<file path="config.mk">
export PLATFORM = sky130hd
export DESIGN_NAME = cgpm_map
export DESIGN_NICKNAME = d
export VERILOG_FILES = /design/src/logic/cgpm_pkg.sv /design/src/logic/cgpm_icon_ram.sv /design/src/logic/cgpm_map.sv /design/src/logic/cgpm_pattern_ram.sv
export SDC_FILE = /design/constraint.sdc
export NUM_CORES = 1
export LEC_CHECK = 0
export ABC_AREA = 1
export BUFFER_PORTS_ARGS = -buffer_cell sky130_fd_sc_hd__clkbuf_2
export CORE_MARGIN = 5
export CORE_UTILIZATION = 40
export CTS_CLUSTER_DIAMETER = 50
export DETAILED_ROUTE_END_ITERATION = 7
export GPL_ROUTABILITY_DRIVEN = 1
export SYNTH_ARGS = -nofsm -noshare
export SYNTH_HDL_FRONTEND = slang
export SYNTH_HIERARCHICAL = 1
export SYNTH_SLANG_ARGS = --single-unit
</file>
<file path="constraint.sdc">
create_clock -name clock_i -period 10.6 [get_ports clock_i]
set_clock_uncertainty 0.2 [all_clocks]
set_input_delay 2.12 -clock clock_i [delete_from_list [all_inputs] [get_ports clock_i]]
set_output_delay 2.12 -clock clock_i [all_outputs]
set_load 0.01 [all_outputs]
</file>
<file path="src/logic/cgpm_pkg.sv">
// Shared constants and carrier types for the pattern and icon mapping block.
// Assumes a single clock domain; no software-visible registers.
package cgpm_pkg;

    localparam int CGPM_CODE_W      = 8;
    localparam int CGPM_DATA_W      = 8;
    localparam int CGPM_DOTS        = 5;
    localparam int CGPM_LINES       = 8;
    localparam int CGPM_PAT_AW      = 6;
    localparam int CGPM_ICON_AW     = 4;
    localparam int CGPM_ICON_WORDS  = 16;
    localparam int CGPM_SEGS        = 80;
    localparam int CGPM_OPT_W       = 2;

    // Field positions inside the character code.
    localparam int CGPM_SEL_LSB     = 0;
    localparam int CGPM_SEL_MSB     = 2;
    localparam int CGPM_USER_LSB    = 4;
    localparam int CGPM_USER_MSB    = 7;

    // The cursor is merged on the last line of the cell.
    localparam logic [2:0] CGPM_CURSOR_LINE = 3'h7;

    localparam logic [CGPM_DATA_W-1:0] CGPM_DATA_RST = 8'h00;
    localparam logic [CGPM_DOTS-1:0]   CGPM_ROW_RST  = 5'h00;

    // Host write port to either RAM.
    typedef struct packed {
        logic                   pat_we;
        logic                   icon_we;
        logic [CGPM_PAT_AW-1:0] addr;
        logic [CGPM_DATA_W-1:0] data;
    } cgpm_wr_t;

    // Display scan request for one character cell line.
    typedef struct packed {
        logic                   valid;
        logic [CGPM_CODE_W-1:0] code;
        logic [2:0]             line;
        logic                   cursor;
    } cgpm_scan_t;

    // Decoded row handed to the segment latch path.
    typedef struct packed {
        logic                 valid;
        logic                 user;
        logic [CGPM_DOTS-1:0] dots;
    } cgpm_row_t;

endpackage
</file>
<file path="src/logic/cgpm_icon_ram.sv">
// Icon RAM of sixteen five-bit words, flattened to eighty segment bits.
// Assumes host writes on clock_i; upper data bits are not stored.
`timescale 1ns/1ns
`default_nettype none
module cgpm_icon_ram
    import cgpm_pkg::*;
(
    input  wire logic                    clock_i,
    input  wire logic                    rst_i,
    input  wire logic                    we_i,
    input  wire logic [CGPM_ICON_AW-1:0] addr_i,
    input  wire logic [CGPM_DATA_W-1:0]  wdata_i,
    output logic      [CGPM_DATA_W-1:0]  rdata_o,
    output logic      [CGPM_SEGS-1:0]    bits_o
);

    logic [CGPM_DOTS-1:0] mem_reg [CGPM_ICON_WORDS];

    always_ff @(posedge clock_i or posedge rst_i) begin
        if (rst_i) begin
            for (int i = 0; i < CGPM_ICON_WORDS; i++) begin
                mem_reg[i] <= CGPM_ROW_RST;
            end
        end else if (we_i) begin
            mem_reg[addr_i] <= wdata_i[CGPM_DOTS-1:0];
        end
    end

    assign rdata_o = {3'h0, mem_reg[addr_i]};

    // Word n occupies bits 5n+4..5n of the flat vector.
    for (genvar n = 0; n < CGPM_ICON_WORDS; n++) begin : g_flat
        assign bits_o[CGPM_DOTS*n +: CGPM_DOTS] = mem_reg[n];
    end

endmodule
`default_nettype wire

</file>
<file path="src/logic/cgpm_map.sv">
// Pattern and icon mapping: turns a scanned character cell line into five
// dots from user pattern RAM and maps icon RAM onto eighty segments.
// Assumes scan and host requests are on clock_i; option straps are static.
`timescale 1ns/1ns
`default_nettype none
// Operation
// - Code bits 2..0 become pattern address bits 5..3, eight patterns.
// - Pattern address bits 2..0 are the line within the cell.
// - On line eight each dot is stored bit OR cursor.
// - Data bits 4..0 form dots, bit 4 leftmost, upper bits ignored.
// - User pattern used when code bits 7..4 are all zero.
// - Code bit 3 is ignored for user patterns.
// - Data one is a lit dot, zero unlit.
// - Pattern RAM size set by a two-bit fixed option.
// - Order select one: address n bit4..bit0 drive segments 5n+1..5n+5.
// - Order select zero: whole map reversed, address 0 bit 4 is segment 80.
// - Eight writable user patterns of five by eight dots.
// - Icon RAM holds eighty writable dots.
// - Pattern RAM beyond the option size ignores host writes.
module cgpm_map
    import cgpm_pkg::*;
(
    input  wire logic                   clock_i,
    input  wire logic                   rst_i,
    input  wire logic                   pattern_size_opt_a_i,
    input  wire logic                   pattern_size_opt_b_i,
    input  wire logic                   segment_order_select_i,
    input  wire cgpm_wr_t               wr_i,
    input  wire logic [CGPM_PAT_AW-1:0] rd_addr_i,
    output logic      [CGPM_DATA_W-1:0] pat_rd_data_o,
    output logic      [CGPM_DATA_W-1:0] icon_rd_data_o,
    input  wire cgpm_scan_t             scan_i,
    output var cgpm_row_t               row_o,
    output logic      [CGPM_SEGS-1:0]   seg_icon_o
);

    // Straps pass two flip-flops before use.
    logic [1:0] opt_meta_reg;
    logic [1:0] opt_sync_reg;
    logic       order_meta_reg;
    logic       order_sync_reg;

    always_ff @(posedge clock_i or posedge rst_i) begin
        if (rst_i) begin
            opt_meta_reg   <= 2'h0;
            opt_sync_reg   <= 2'h0;
            order_meta_reg <= 1'h0;
            order_sync_reg <= 1'h0;
        end else begin
            opt_meta_reg   <= {pattern_size_opt_b_i, pattern_size_opt_a_i};
            opt_sync_reg   <= opt_meta_reg;
            order_meta_reg <= segment_order_select_i;
            order_sync_reg <= order_meta_reg;
        end
    end

    // size option
    // Writable words are eight shifted left by the option; the display
    // side always reads the whole 64-word space.
    wire [CGPM_PAT_AW:0] limit_words =
        7'(CGPM_LINES * CGPM_LINES) >> (2'h3 - opt_sync_reg);
    wire pat_wr_ok = ({1'b0, wr_i.addr} < limit_words) ||
                     (opt_sync_reg == 2'h3);

    wire user_sel = scan_i.code[CGPM_USER_MSB:CGPM_USER_LSB] == 4'h0;

    wire [CGPM_PAT_AW-1:0] scan_addr =
        {scan_i.code[CGPM_SEL_MSB:CGPM_SEL_LSB], scan_i.line};

    logic [CGPM_DATA_W-1:0] pat_q;

    cgpm_pattern_ram #(
        .DEPTH (CGPM_LINES * CGPM_LINES)
    ) u_pat (
        .clock_i (clock_i),
        .rst_i   (rst_i),
        .we_i    (wr_i.pat_we && pat_wr_ok),
        .waddr_i (wr_i.addr),
        .wdata_i (wr_i.data),
        .raddr_i (scan_addr),
        .rdata_o (pat_q),
        .haddr_i (rd_addr_i),
        .hdata_o (pat_rd_data_o)
    );

    // Scan context delayed to line up with the registered RAM read.
    logic       scan_valid_reg;
    logic       scan_user_reg;
    logic       scan_last_reg;
    logic       scan_cursor_reg;

    always_ff @(posedge clock_i or posedge rst_i) begin
        if (rst_i) begin
            scan_valid_reg  <= 1'h0;
            scan_user_reg   <= 1'h0;
            scan_last_reg   <= 1'h0;
            scan_cursor_reg <= 1'h0;
        end else begin
            scan_valid_reg  <= scan_i.valid;
            scan_user_reg   <= user_sel;
            scan_last_reg   <= scan_i.line == CGPM_CURSOR_LINE;
            scan_cursor_reg <= scan_i.cursor;
        end
    end

    wire [CGPM_DOTS-1:0] stored_dots = pat_q[CGPM_DOTS-1:0];
    wire [CGPM_DOTS-1:0] cursor_dots =
        {CGPM_DOTS{scan_last_reg && scan_cursor_reg}};
    wire [CGPM_DOTS-1:0] row_dots =
        scan_user_reg ? (stored_dots | cursor_dots) : CGPM_ROW_RST;

    always_ff @(posedge clock_i or posedge rst_i) begin
        if (rst_i) begin
            row_o <= '0;
        end else begin
            row_o.valid <= scan_valid_reg;
            row_o.user  <= scan_user_reg;
            row_o.dots  <= row_dots;
        end
    end

    logic [CGPM_SEGS-1:0] icon_flat;

    cgpm_icon_ram u_icon (
        .clock_i (clock_i),
        .rst_i   (rst_i),
        .we_i    (wr_i.icon_we),
        .addr_i  (wr_i.addr[CGPM_ICON_AW-1:0]),
        .wdata_i (wr_i.data),
        .rdata_o (icon_rd_data_o),
        .bits_o  (icon_flat)
    );

    // Flat bit 5n+k holds word n, data bit k. Segment s is index s-1.
    logic [CGPM_SEGS-1:0] seg_fwd;
    logic [CGPM_SEGS-1:0] seg_rev;
    for (genvar n = 0; n < CGPM_ICON_WORDS; n++) begin : g_seg
        for (genvar k = 0; k < CGPM_DOTS; k++) begin : g_bit
            assign seg_fwd[CGPM_DOTS*n + (CGPM_DOTS-1-k)] =
                icon_flat[CGPM_DOTS*n + k];
            assign seg_rev[CGPM_SEGS-1 - (CGPM_DOTS*n + (CGPM_DOTS-1-k))] =
                icon_flat[CGPM_DOTS*n + k];
        end
    end

    wire [CGPM_SEGS-1:0] seg_sel = order_sync_reg ? seg_fwd : seg_rev;

    always_ff @(posedge clock_i or posedge rst_i) begin
        if (rst_i) begin
            seg_icon_o <= '0;
        end else begin
            seg_icon_o <= seg_sel;
        end
    end

endmodule
`default_nettype wire

</file>
<file path="src/logic/cgpm_pattern_ram.sv">
// User pattern RAM: synchronous write, registered read port for display.
// Assumes host and scan logic share clock_i.
`timescale 1ns/1ns
`default_nettype none
module cgpm_pattern_ram
    import cgpm_pkg::*;
#(
    parameter int DEPTH = 64
) (
    input  wire logic                   clock_i,
    input  wire logic                   rst_i,
    input  wire logic                   we_i,
    input  wire logic [CGPM_PAT_AW-1:0] waddr_i,
    input  wire logic [CGPM_DATA_W-1:0] wdata_i,
    input  wire logic [CGPM_PAT_AW-1:0] raddr_i,
    output logic      [CGPM_DATA_W-1:0] rdata_o,
    input  wire logic [CGPM_PAT_AW-1:0] haddr_i,
    output logic      [CGPM_DATA_W-1:0] hdata_o
);

    // The address ports cannot reach beyond 64 words.
    if (DEPTH < 1 || DEPTH > (1 << CGPM_PAT_AW)) begin : g_bad_depth
        $error("cgpm_pattern_ram: DEPTH out of range");
    end

    logic [CGPM_DATA_W-1:0] mem [DEPTH];
    wire  r_hit = int'(raddr_i) < DEPTH;
    wire  h_hit = int'(haddr_i) < DEPTH;
    wire  w_hit = int'(waddr_i) < DEPTH;

    always_ff @(posedge clock_i) begin
        if (we_i && w_hit) begin
            mem[waddr_i] <= wdata_i;
        end
    end

    always_ff @(posedge clock_i or posedge rst_i) begin
        if (rst_i) begin
            rdata_o <= CGPM_DATA_RST;
            hdata_o <= CGPM_DATA_RST;
        end else begin
            rdata_o <= r_hit ? mem[raddr_i] : CGPM_DATA_RST;
            hdata_o <= h_hit ? mem[haddr_i] : CGPM_DATA_RST;
        end
    end

endmodule
`default_nettype wire

</file>
Word level (Yosys, flattened, before mapping)

Memory sizes are Yosys's and may differ from the RTL's. A register that Yosys moved wholly into a read port is not among the register bits.
Cells that the tools add are included.

Flip-flop bits (word level): 177
Bits in writable memories: 512
Bits of input ports: 40
Output and inout bits: 103
Logic and storage cells: 53
Memories kept: 1

Memory list:

| memory    | words | bits a word | read ports | clocked after memory_dff | write ports | RTL line               | source |
|---|---|---|---|---|---|---|---|
| u_pat.mem | 64    | 8           | 2          | 2                        | 1           | cgpm_pattern_ram.sv:26 | `logic [CGPM_DATA_W-1:0] mem [DEPTH];` |

Add/sub/neg operators: 1
Magnitude comparators: 3
Eq/ne operators: 2
Shift operators: 1
Muxes and demuxes: 10
Bitwise logic cells: 2
Reductions and logical operators: 5

Operator list:

| kind                | number |
|---|---|
| $bwmux 80           | 1 |
| $mux 80             | 1 |
| $bmux 5 s4          | 1 |
| $demux 5 s4         | 1 |
| $mux 5              | 4 |
| $lt 6x7->1          | 1 |
| $shr 7x2->7 const A | 1 |
| $ge 5x5->1 const B  | 1 |
| $lt 5x1->1 const B  | 1 |
| $not 4->5           | 1 |
| $or 5x5->5          | 1 |
| $logic_not 4->1     | 1 |
| $eq 3x3->1 const B  | 1 |
| $logic_and 1x1->1   | 3 |
| $eq 2x2->1 const B  | 1 |
| $mux 1              | 2 |
| $sub 2x2->2 const A | 1 |
| $logic_or 1x1->1    | 1 |

Depth between registers and ports, before layout

Gate-level depths: netlist (run 1).

Depth in word-level cells: 7
Depth in mapped cells: 12
Mapped depth without buffers: 10

Hierarchy

The synthesis (run 1) kept the hierarchy.

Modules (own cells, without submodules):

| module           | times used | cells each | area an instance (um2) | seq. area each (um2) |
|---|---|---|---|---|
| cgpm_pattern_ram | 1          | 3009       | 26929.6                | 15775.1 |
| cgpm_icon_ram    | 1          | 524        | 3870.0                 | 2001.9 |
| cgpm_map         | 1          | 352        | 3623.5                 | 2427.3 |

Worst setup path after synthesis (run 1)

OpenSTA, ideal clock, no wires.

Kind: in2out
Start: in wr_i[8] in the netlist's numbering
End: out icon_rd_data_o[4]
Arrival: 3.002 ns
Required time: 8.280 ns
Setup slack: 5.278 ns
Stages on the path: 10
Buffers on the path: 2
Path through: buf_2 -> clkbuf_1 -> nand2_1 -> nand2_1 -> nand2_1 -> nand2_1 -> nand2_1 -> nand2_1 -> inv_1 -> nand2_1

Longest elaborated chain between the ends: 4

Ends and longest elaborated chain:

| what                                      | RTL line            | source |
|---|---|---|
| from (decl)                               | cgpm_map.sv:28      | `input wire cgpm_wr_t wr_i,` |
| $not 4->5 (not written as such)           | cgpm_icon_ram.sv:29 | `assign rdata_o = {3'h0, mem_reg[addr_i]};` |
| $bmux 5 s4                                | cgpm_icon_ram.sv:29 |  |
| $mux 5 (not written as such) (2 in a row) | cgpm_icon_ram.sv:29 |  |
| to (decl)                                 | cgpm_map.sv:31      | `output logic [CGPM_DATA_W-1:0] icon_rd_data_o,` |

Every way passes these cells. The select of a mux whose other input is x is not followed.

Worst setup path after layout (run 1)

Ends and elaborated chain as after synthesis.

==> metrics.md, run 1 <==
| Metric | Value |
|---|---|
| Status | `finished clean` |
| Final worst path period share | `59.3%` |
| Largest net degree at the start of global routing | `185` |
| DIE HEIGHT | `296 µm` |
| WL final | `96000 µm` |
| Root buf cell | `clkbuf_16` |
| Setup TNS | `0 ps` |
| Multi-input combinational cell area | `10300 µm²` |
| Netlist Area Pre-Place | `32600 µm²` |
| Final-report max-slew violation count | `0` |
| R2R depth | `10` |
| Vias in the first global route | `23.4k` |
| Fmax | `0.159 GHz` |
| Wire per inst | `20.8 µm` |
| Hold Crit Depth | `0` |
| Initial core utilization | `40.4%` |
| Final setup violating endpoints | `0` |
| Reg-to-reg endpoint | `u_pat/mem[21][1]` |
| CP required | `8280 ps` |
| Max-cap check violation count | `0` |
| Design area | `36300 µm²` |
| Share of layout cells above drive strength 1 | `9.83%` |
| Startpoint types | `primary input` |
| PwrDens | `194 nW/µm²` |
| Hold_buf cts | `0` |
| Power Total | `7.04 mW` |
| Layout area overhead | `11.1%` |
| Worst Path Max Fanout | `53` |
| Cts repair resizes | `0` |
| FILL cells | `7637` |
| Nets | `3527` |
| Hold Path Class | `flop to flop` |
| Hold WS | `143 ps` |
| Top-level port count | `143` |
| CTS tree | `done` |
| CTS max path bufs | `3` |
| Grt ovf | `0` |
| Clk_lat worst skew | `630 ps` |
| Max FFs per register | `512` |
| Die width | `296 µm` |
| Placer Congestion | `0.858` |
| LEAKAGE | `14.9 nW` |
| Initial antenna violation count | `3` |
| Synth Instances | `3477` |
| GR Util All Layers | `21.4%` |
| Number of core rows | `104` |
| Critical Path Max Stage Delay | `480 ps` |
| Hold Crit Start | `order_meta_reg` |
| Worst path most repeated cell | `nand2_1` |
| DP HPWL | `56300 µm` |
| CTS Buf Count | `89` |
| RR Startpoint | `opt_sync_reg[1]` |
| RSZ-0062 raised after global routing | `no` |
| Placement Cell Area | `33200 µm²` |
| Setup bufs post-CTS | `0` |
| CP endpoint kind | `primary output` |
| Arr. time, crit path | `3970 ps` |
| Syn avg cell area | `9.38 µm²` |
| TritonCTS Sinks | `702` |
| DRC Markers | `0` |
| Vias post-DR | `25.0k` |
| Tmin final | `6290 ps` |
| Post-route ant nets | `0` |
| Synth warnings | `6` |
| Hold Vio Cnt, Final | `0` |
| Critical path, cell by cell | `clkbuf_2 -> buf_4 -> inv_2 -> nand2_1 -> nand2_1 -> nand2_1 -> nand2_1 -> nand2_1 -> nand2_1 -> inv_1 -> nand2_1 -> clkbuf_2` |
| Clock-pin transition on the worst setup and hold timing paths | `60 ps` |
| Crit Path Class | `primary input to primary output` |
| CP max stage cell | `buf_4` |
| Worst Max-Slew Pin Slew | `1200 ps` |
| Normalized max-slew margin | `19.5%` |
| Die area | `87400 µm²` |
| Htree depth | `3` |
| Input/output buffers | `138` |
| WHS Endpoint | `order_sync_reg` |
| Core ar. | `80700 µm²` |
| Peak supply drop | `165 µV` |
| Reg area | `20100 µm²` |
| Global-route wire length before repair | `143000 µm` |
| Vias per inst | `5.40` |
| Pre-Repair DR Iteration Count | `5` |
| R2R setup slack | `6480 ps` |
| 1st-iter DRT viols | `2617` |
==> metrics by stage <==
step	utilization [%]	instances	setup WS, ps
finish	44.9	4623	4310
global route	44.9	4620	4080
CTS	44.9	4619	4320
detailed placement	41.1	4453	4330
global placement	41.1	4453	4320
floorplan	-	3479	5280
==> worst max path at each step <==
stage / from / endpoint / cells past startpoint
2_1_floorplan: wr_i[8] / icon_rd_data_o[4] / 10
3_3_place_gp: wr_i[8] / icon_rd_data_o[3] / 12
3_5_place_dp: wr_i[8] / icon_rd_data_o[3] / 12
4_1_cts: wr_i[8] / icon_rd_data_o[3] / 12
5_1_grt: wr_i[8] / icon_rd_data_o[3] / 12
6_report: wr_i[8] / icon_rd_data_o[4] / 12
==> metal layers <==
metal  wire (µm)  track usage (%)  part of all wire, %
met5          12                0                0.012
met4        2910             6.95                  3.0
met3        8460             4.42                  8.8
met2       44100             34.0                   46
met1       40500             29.7                   42
==> critical path, delay by kind of cell <==
kind	cells	cell delay, ps
AND/OR/NAND/NOR	7	580
buffers and inverters	5	1240
==> cell type report <==
cell class / count / area share (%)
sequential: 702 / 55.5
multi-input combinational: 2421 / 28.5
antenna: 4 / 0.0276
clock inverter: 56 / 1.84
inverter: 95 / 1.04
timing repair buffer: 175 / 2.75
clock buffer: 110 / 6.65
tap: 1060 / 3.66
==> report_power, final <==
group | switching (mW) | internal (mW) | leakage (nW)
combinational | 0.516 | 0.217 | 6.52
clock | 1.23 | 1.87 | 1.49
sequential | 0.111 | 3.09 | 6.92
total | 1.86 | 5.18 | 14.9
==> cell usage in the layout, fill, tap and decap left out, types with 2 or more instances in the layout <==
cell,n
inv_6,10
diode_2,4
nor4_1,9
clkbuf_1,14
o21ai_1,6
nand2_1,1374
clkinv_2,14
inv_4,2
o21ai_0,84
nand4_1,9
inv_1,83
clkinv_8,4
a21oi_1,75
nand2_2,4
clkinvlp_4,5
clkbuf_16,92
nand4_2,2
nor2_4,2
clkbuf_8,5
edfxtp_1,512
nor2_1,127
clkinv_4,7
inv_2,4
clkbuf_2,134
nand3_1,713
inv_8,5
conb_1,3
clkinv_1,7
dfrtp_1,189
ha_1,3
nor2_2,6
buf_4,39
bufinv_16,9
(Power assumes the default switching activity.)
==> run 2, diff against run 1 <==
==> constraint.sdc (replaced) <==
create_clock -name clock_i -period 6.6 [get_ports clock_i]
set_clock_uncertainty 0.2 [all_clocks]
set_input_delay 1.32 -clock clock_i [delete_from_list [all_inputs] [get_ports clock_i]]
set_output_delay 1.32 -clock clock_i [all_outputs]
set_load 0.01 [all_outputs]
==> run 2 against run 1 <==
Wire length is 2.0% lower; clock power is 52% higher; die area stayed put; final area is 0.42% lower; critical path type unchanged.
==> metrics.md, run 2 (synthesis gave the netlist of run 1 again) <==
| Metric | Value |
|---|---|
| Status | `finished clean` |
| Hold Path Class | `flop to flop` |
| Clock-pin transition on the worst setup and hold timing paths | `60 ps` |
| Clock power frac | `42.7%` |
| CP required | `5080 ps` |
| Final WS setup | `1870 ps` |
| Pre-CTS WS | `1620 ps` |
| Max FFs per register | `512` |
| CTS Buf Count | `85` |
| Worst Path Max Fanout | `53` |
| CTS max path bufs | `3` |
| Most common cell after layout, fill and taps aside | `nand2_1` |
| Input/output buffers | `138` |
| Hold_buf cts | `0` |
| Reg area | `20100 µm²` |
| Initial antenna violation count | `2` |
| Wire per inst | `20.4 µm` |
| Clk_lat worst skew | `650 ps` |
| Multi-input combinational cell area | `10300 µm²` |
| Vias per inst | `5.36` |
| Largest net degree at the start of global routing | `200` |
| GR Util All Layers | `21.0%` |
| Pint | `8.08 mW` |
| Global-route wire length before repair | `142000 µm` |
| Number of core rows | `104` |
| Arr. time, crit path | `3210 ps` |
| Vias in the first global route | `23.1k` |
| Worst path most repeated cell | `nand2_1` |
| Setup TNS | `0 ps` |
| Comb pwr share | `10.7%` |
| RSZ-0062 raised after global routing | `no` |
| DIE HEIGHT | `296 µm` |
| Placement Cell Area | `33200 µm²` |
| Worst Max-Slew Pin Slew | `1230 ps` |
| Startpoint types | `primary input` |
| Final worst path period share | `71.6%` |
| CP endpoint kind | `primary output` |
| Peak supply drop | `244 µV` |
| Post-route ant nets | `0` |
| Fin cells | `4616` |
| Core ar. | `80700 µm²` |
| FILL cells | `7635` |
| Die width | `296 µm` |
| 1st-iter DRT viols | `2490` |
| PwrDens | `305 nW/µm²` |
| DRC Markers | `0` |
| Critical Path Max Stage Delay | `670 ps` |
| Cts repair resizes | `0` |
| Root buf cell | `clkbuf_16` |
| Top-level port count | `143` |
| Total placed cells including tap cells | `4457` |
| Layout area overhead | `10.7%` |
| LEAKAGE | `14.9 nW` |
| Htree depth | `3` |
| Share of layout cells above drive strength 1 | `9.68%` |
| Tmin final | `4730 ps` |
| Initial core utilization | `40.4%` |
| Setup bufs post-CTS | `0` |
| Switching Share | `26.8%` |
| Fmax | `0.212 GHz` |
| Switching power | `2.95 mW` |
| CP max stage cell | `inv_2` |
| Critical path, cell by cell | `clkbuf_2 -> buf_4 -> inv_2 -> nand2_1 -> nand2_1 -> nand2_1 -> nand2_1 -> nand2_1 -> nand2_1 -> inv_1 -> nand2_1 -> clkbuf_2` |
| Final setup violating endpoints | `0` |
| Normalized max-slew margin | `18.2%` |
| Sequential share of power | `46.6%` |
| Pre-Repair DR Iteration Count | `6` |
| Most frequent cells in the layout | `1374 x nand2_1, 713 x nand3_1, 512 x edfxtp_1` |
| CTS tree | `done` |
| Vias post-DR | `24.7k` |
| Die area | `87400 µm²` |
| Grt ovf | `0` |
| Design area | `36100 µm²` |
| Nets | `3527` |
| Hold Vio Cnt, Final | `0` |
| DP HPWL | `56200 µm` |
| Final-report max-slew violation count | `0` |
| TritonCTS Sinks | `702` |
| Power Total | `11.0 mW` |
| Placer Congestion | `0.868` |
| Max-cap check violation count | `0` |
| WL final | `94100 µm` |
| Crit Path Class | `primary input to primary output` |
run 2: final timing paths:
path	startpoint	end	slack, ps	cells after the start
setup / recovery	wr_i[8]	icon_rd_data_o[4]	1870	12
hold / removal	opt_meta_reg[1]	opt_sync_reg[1]	150	0
setup reg to reg	opt_sync_reg[1]	u_pat/mem[21][1]	2470	10
hold reg to reg	opt_meta_reg[1]	opt_sync_reg[1]	150	0
max in group asynchronous	rst_i	order_sync_reg	4470	3
min in group asynchronous	rst_i	seg_icon_o[52]	590	2
run 2: critical path, delay by kind of cell:
family | cells | cell delay [ps]
buffers and inverters | 5 | 1230
AND/OR/NAND/NOR | 7 | 630
run 2: layout make-up:
class	instances	area share, %
diodes	1	0.00693
clock buffers	106	6.33
clock inverters	52	1.64
inverters	95	1.04
multi-input cells	2421	28.6
flip-flops and latches	702	55.8
well taps	1060	3.67
repair buffers	179	2.91
run 2: per-layer routing:
metal  vias to the layer above  global-route usage [%]  share of wire [%]
li1                      11700                       -                  -
met1                     11800                    29.9                 43
met2                      1079                    33.1                 46
met3                       174                    3.74                8.6
met4                         0                    6.75                2.9
met5                         -                       0                  0
run 2: stage by stage:
step	util [%]	hold WS, ps
floorplan	-	131
global placement	41.2	132
CTS	44.8	150
detailed placement	41.2	136
global route	44.8	160
finish	44.8	152
run 2: power groups by stage:
stage               Sequential [mW]  Combinational [mW]  Clock [mW]
floorplan                      5.21               0.730           0
global placement               5.23                1.16           0
detailed placement             5.23                1.17           0
CTS                            5.14                1.18        4.78
global route                   5.17                1.31        4.98
finish                         5.14                1.18        4.70
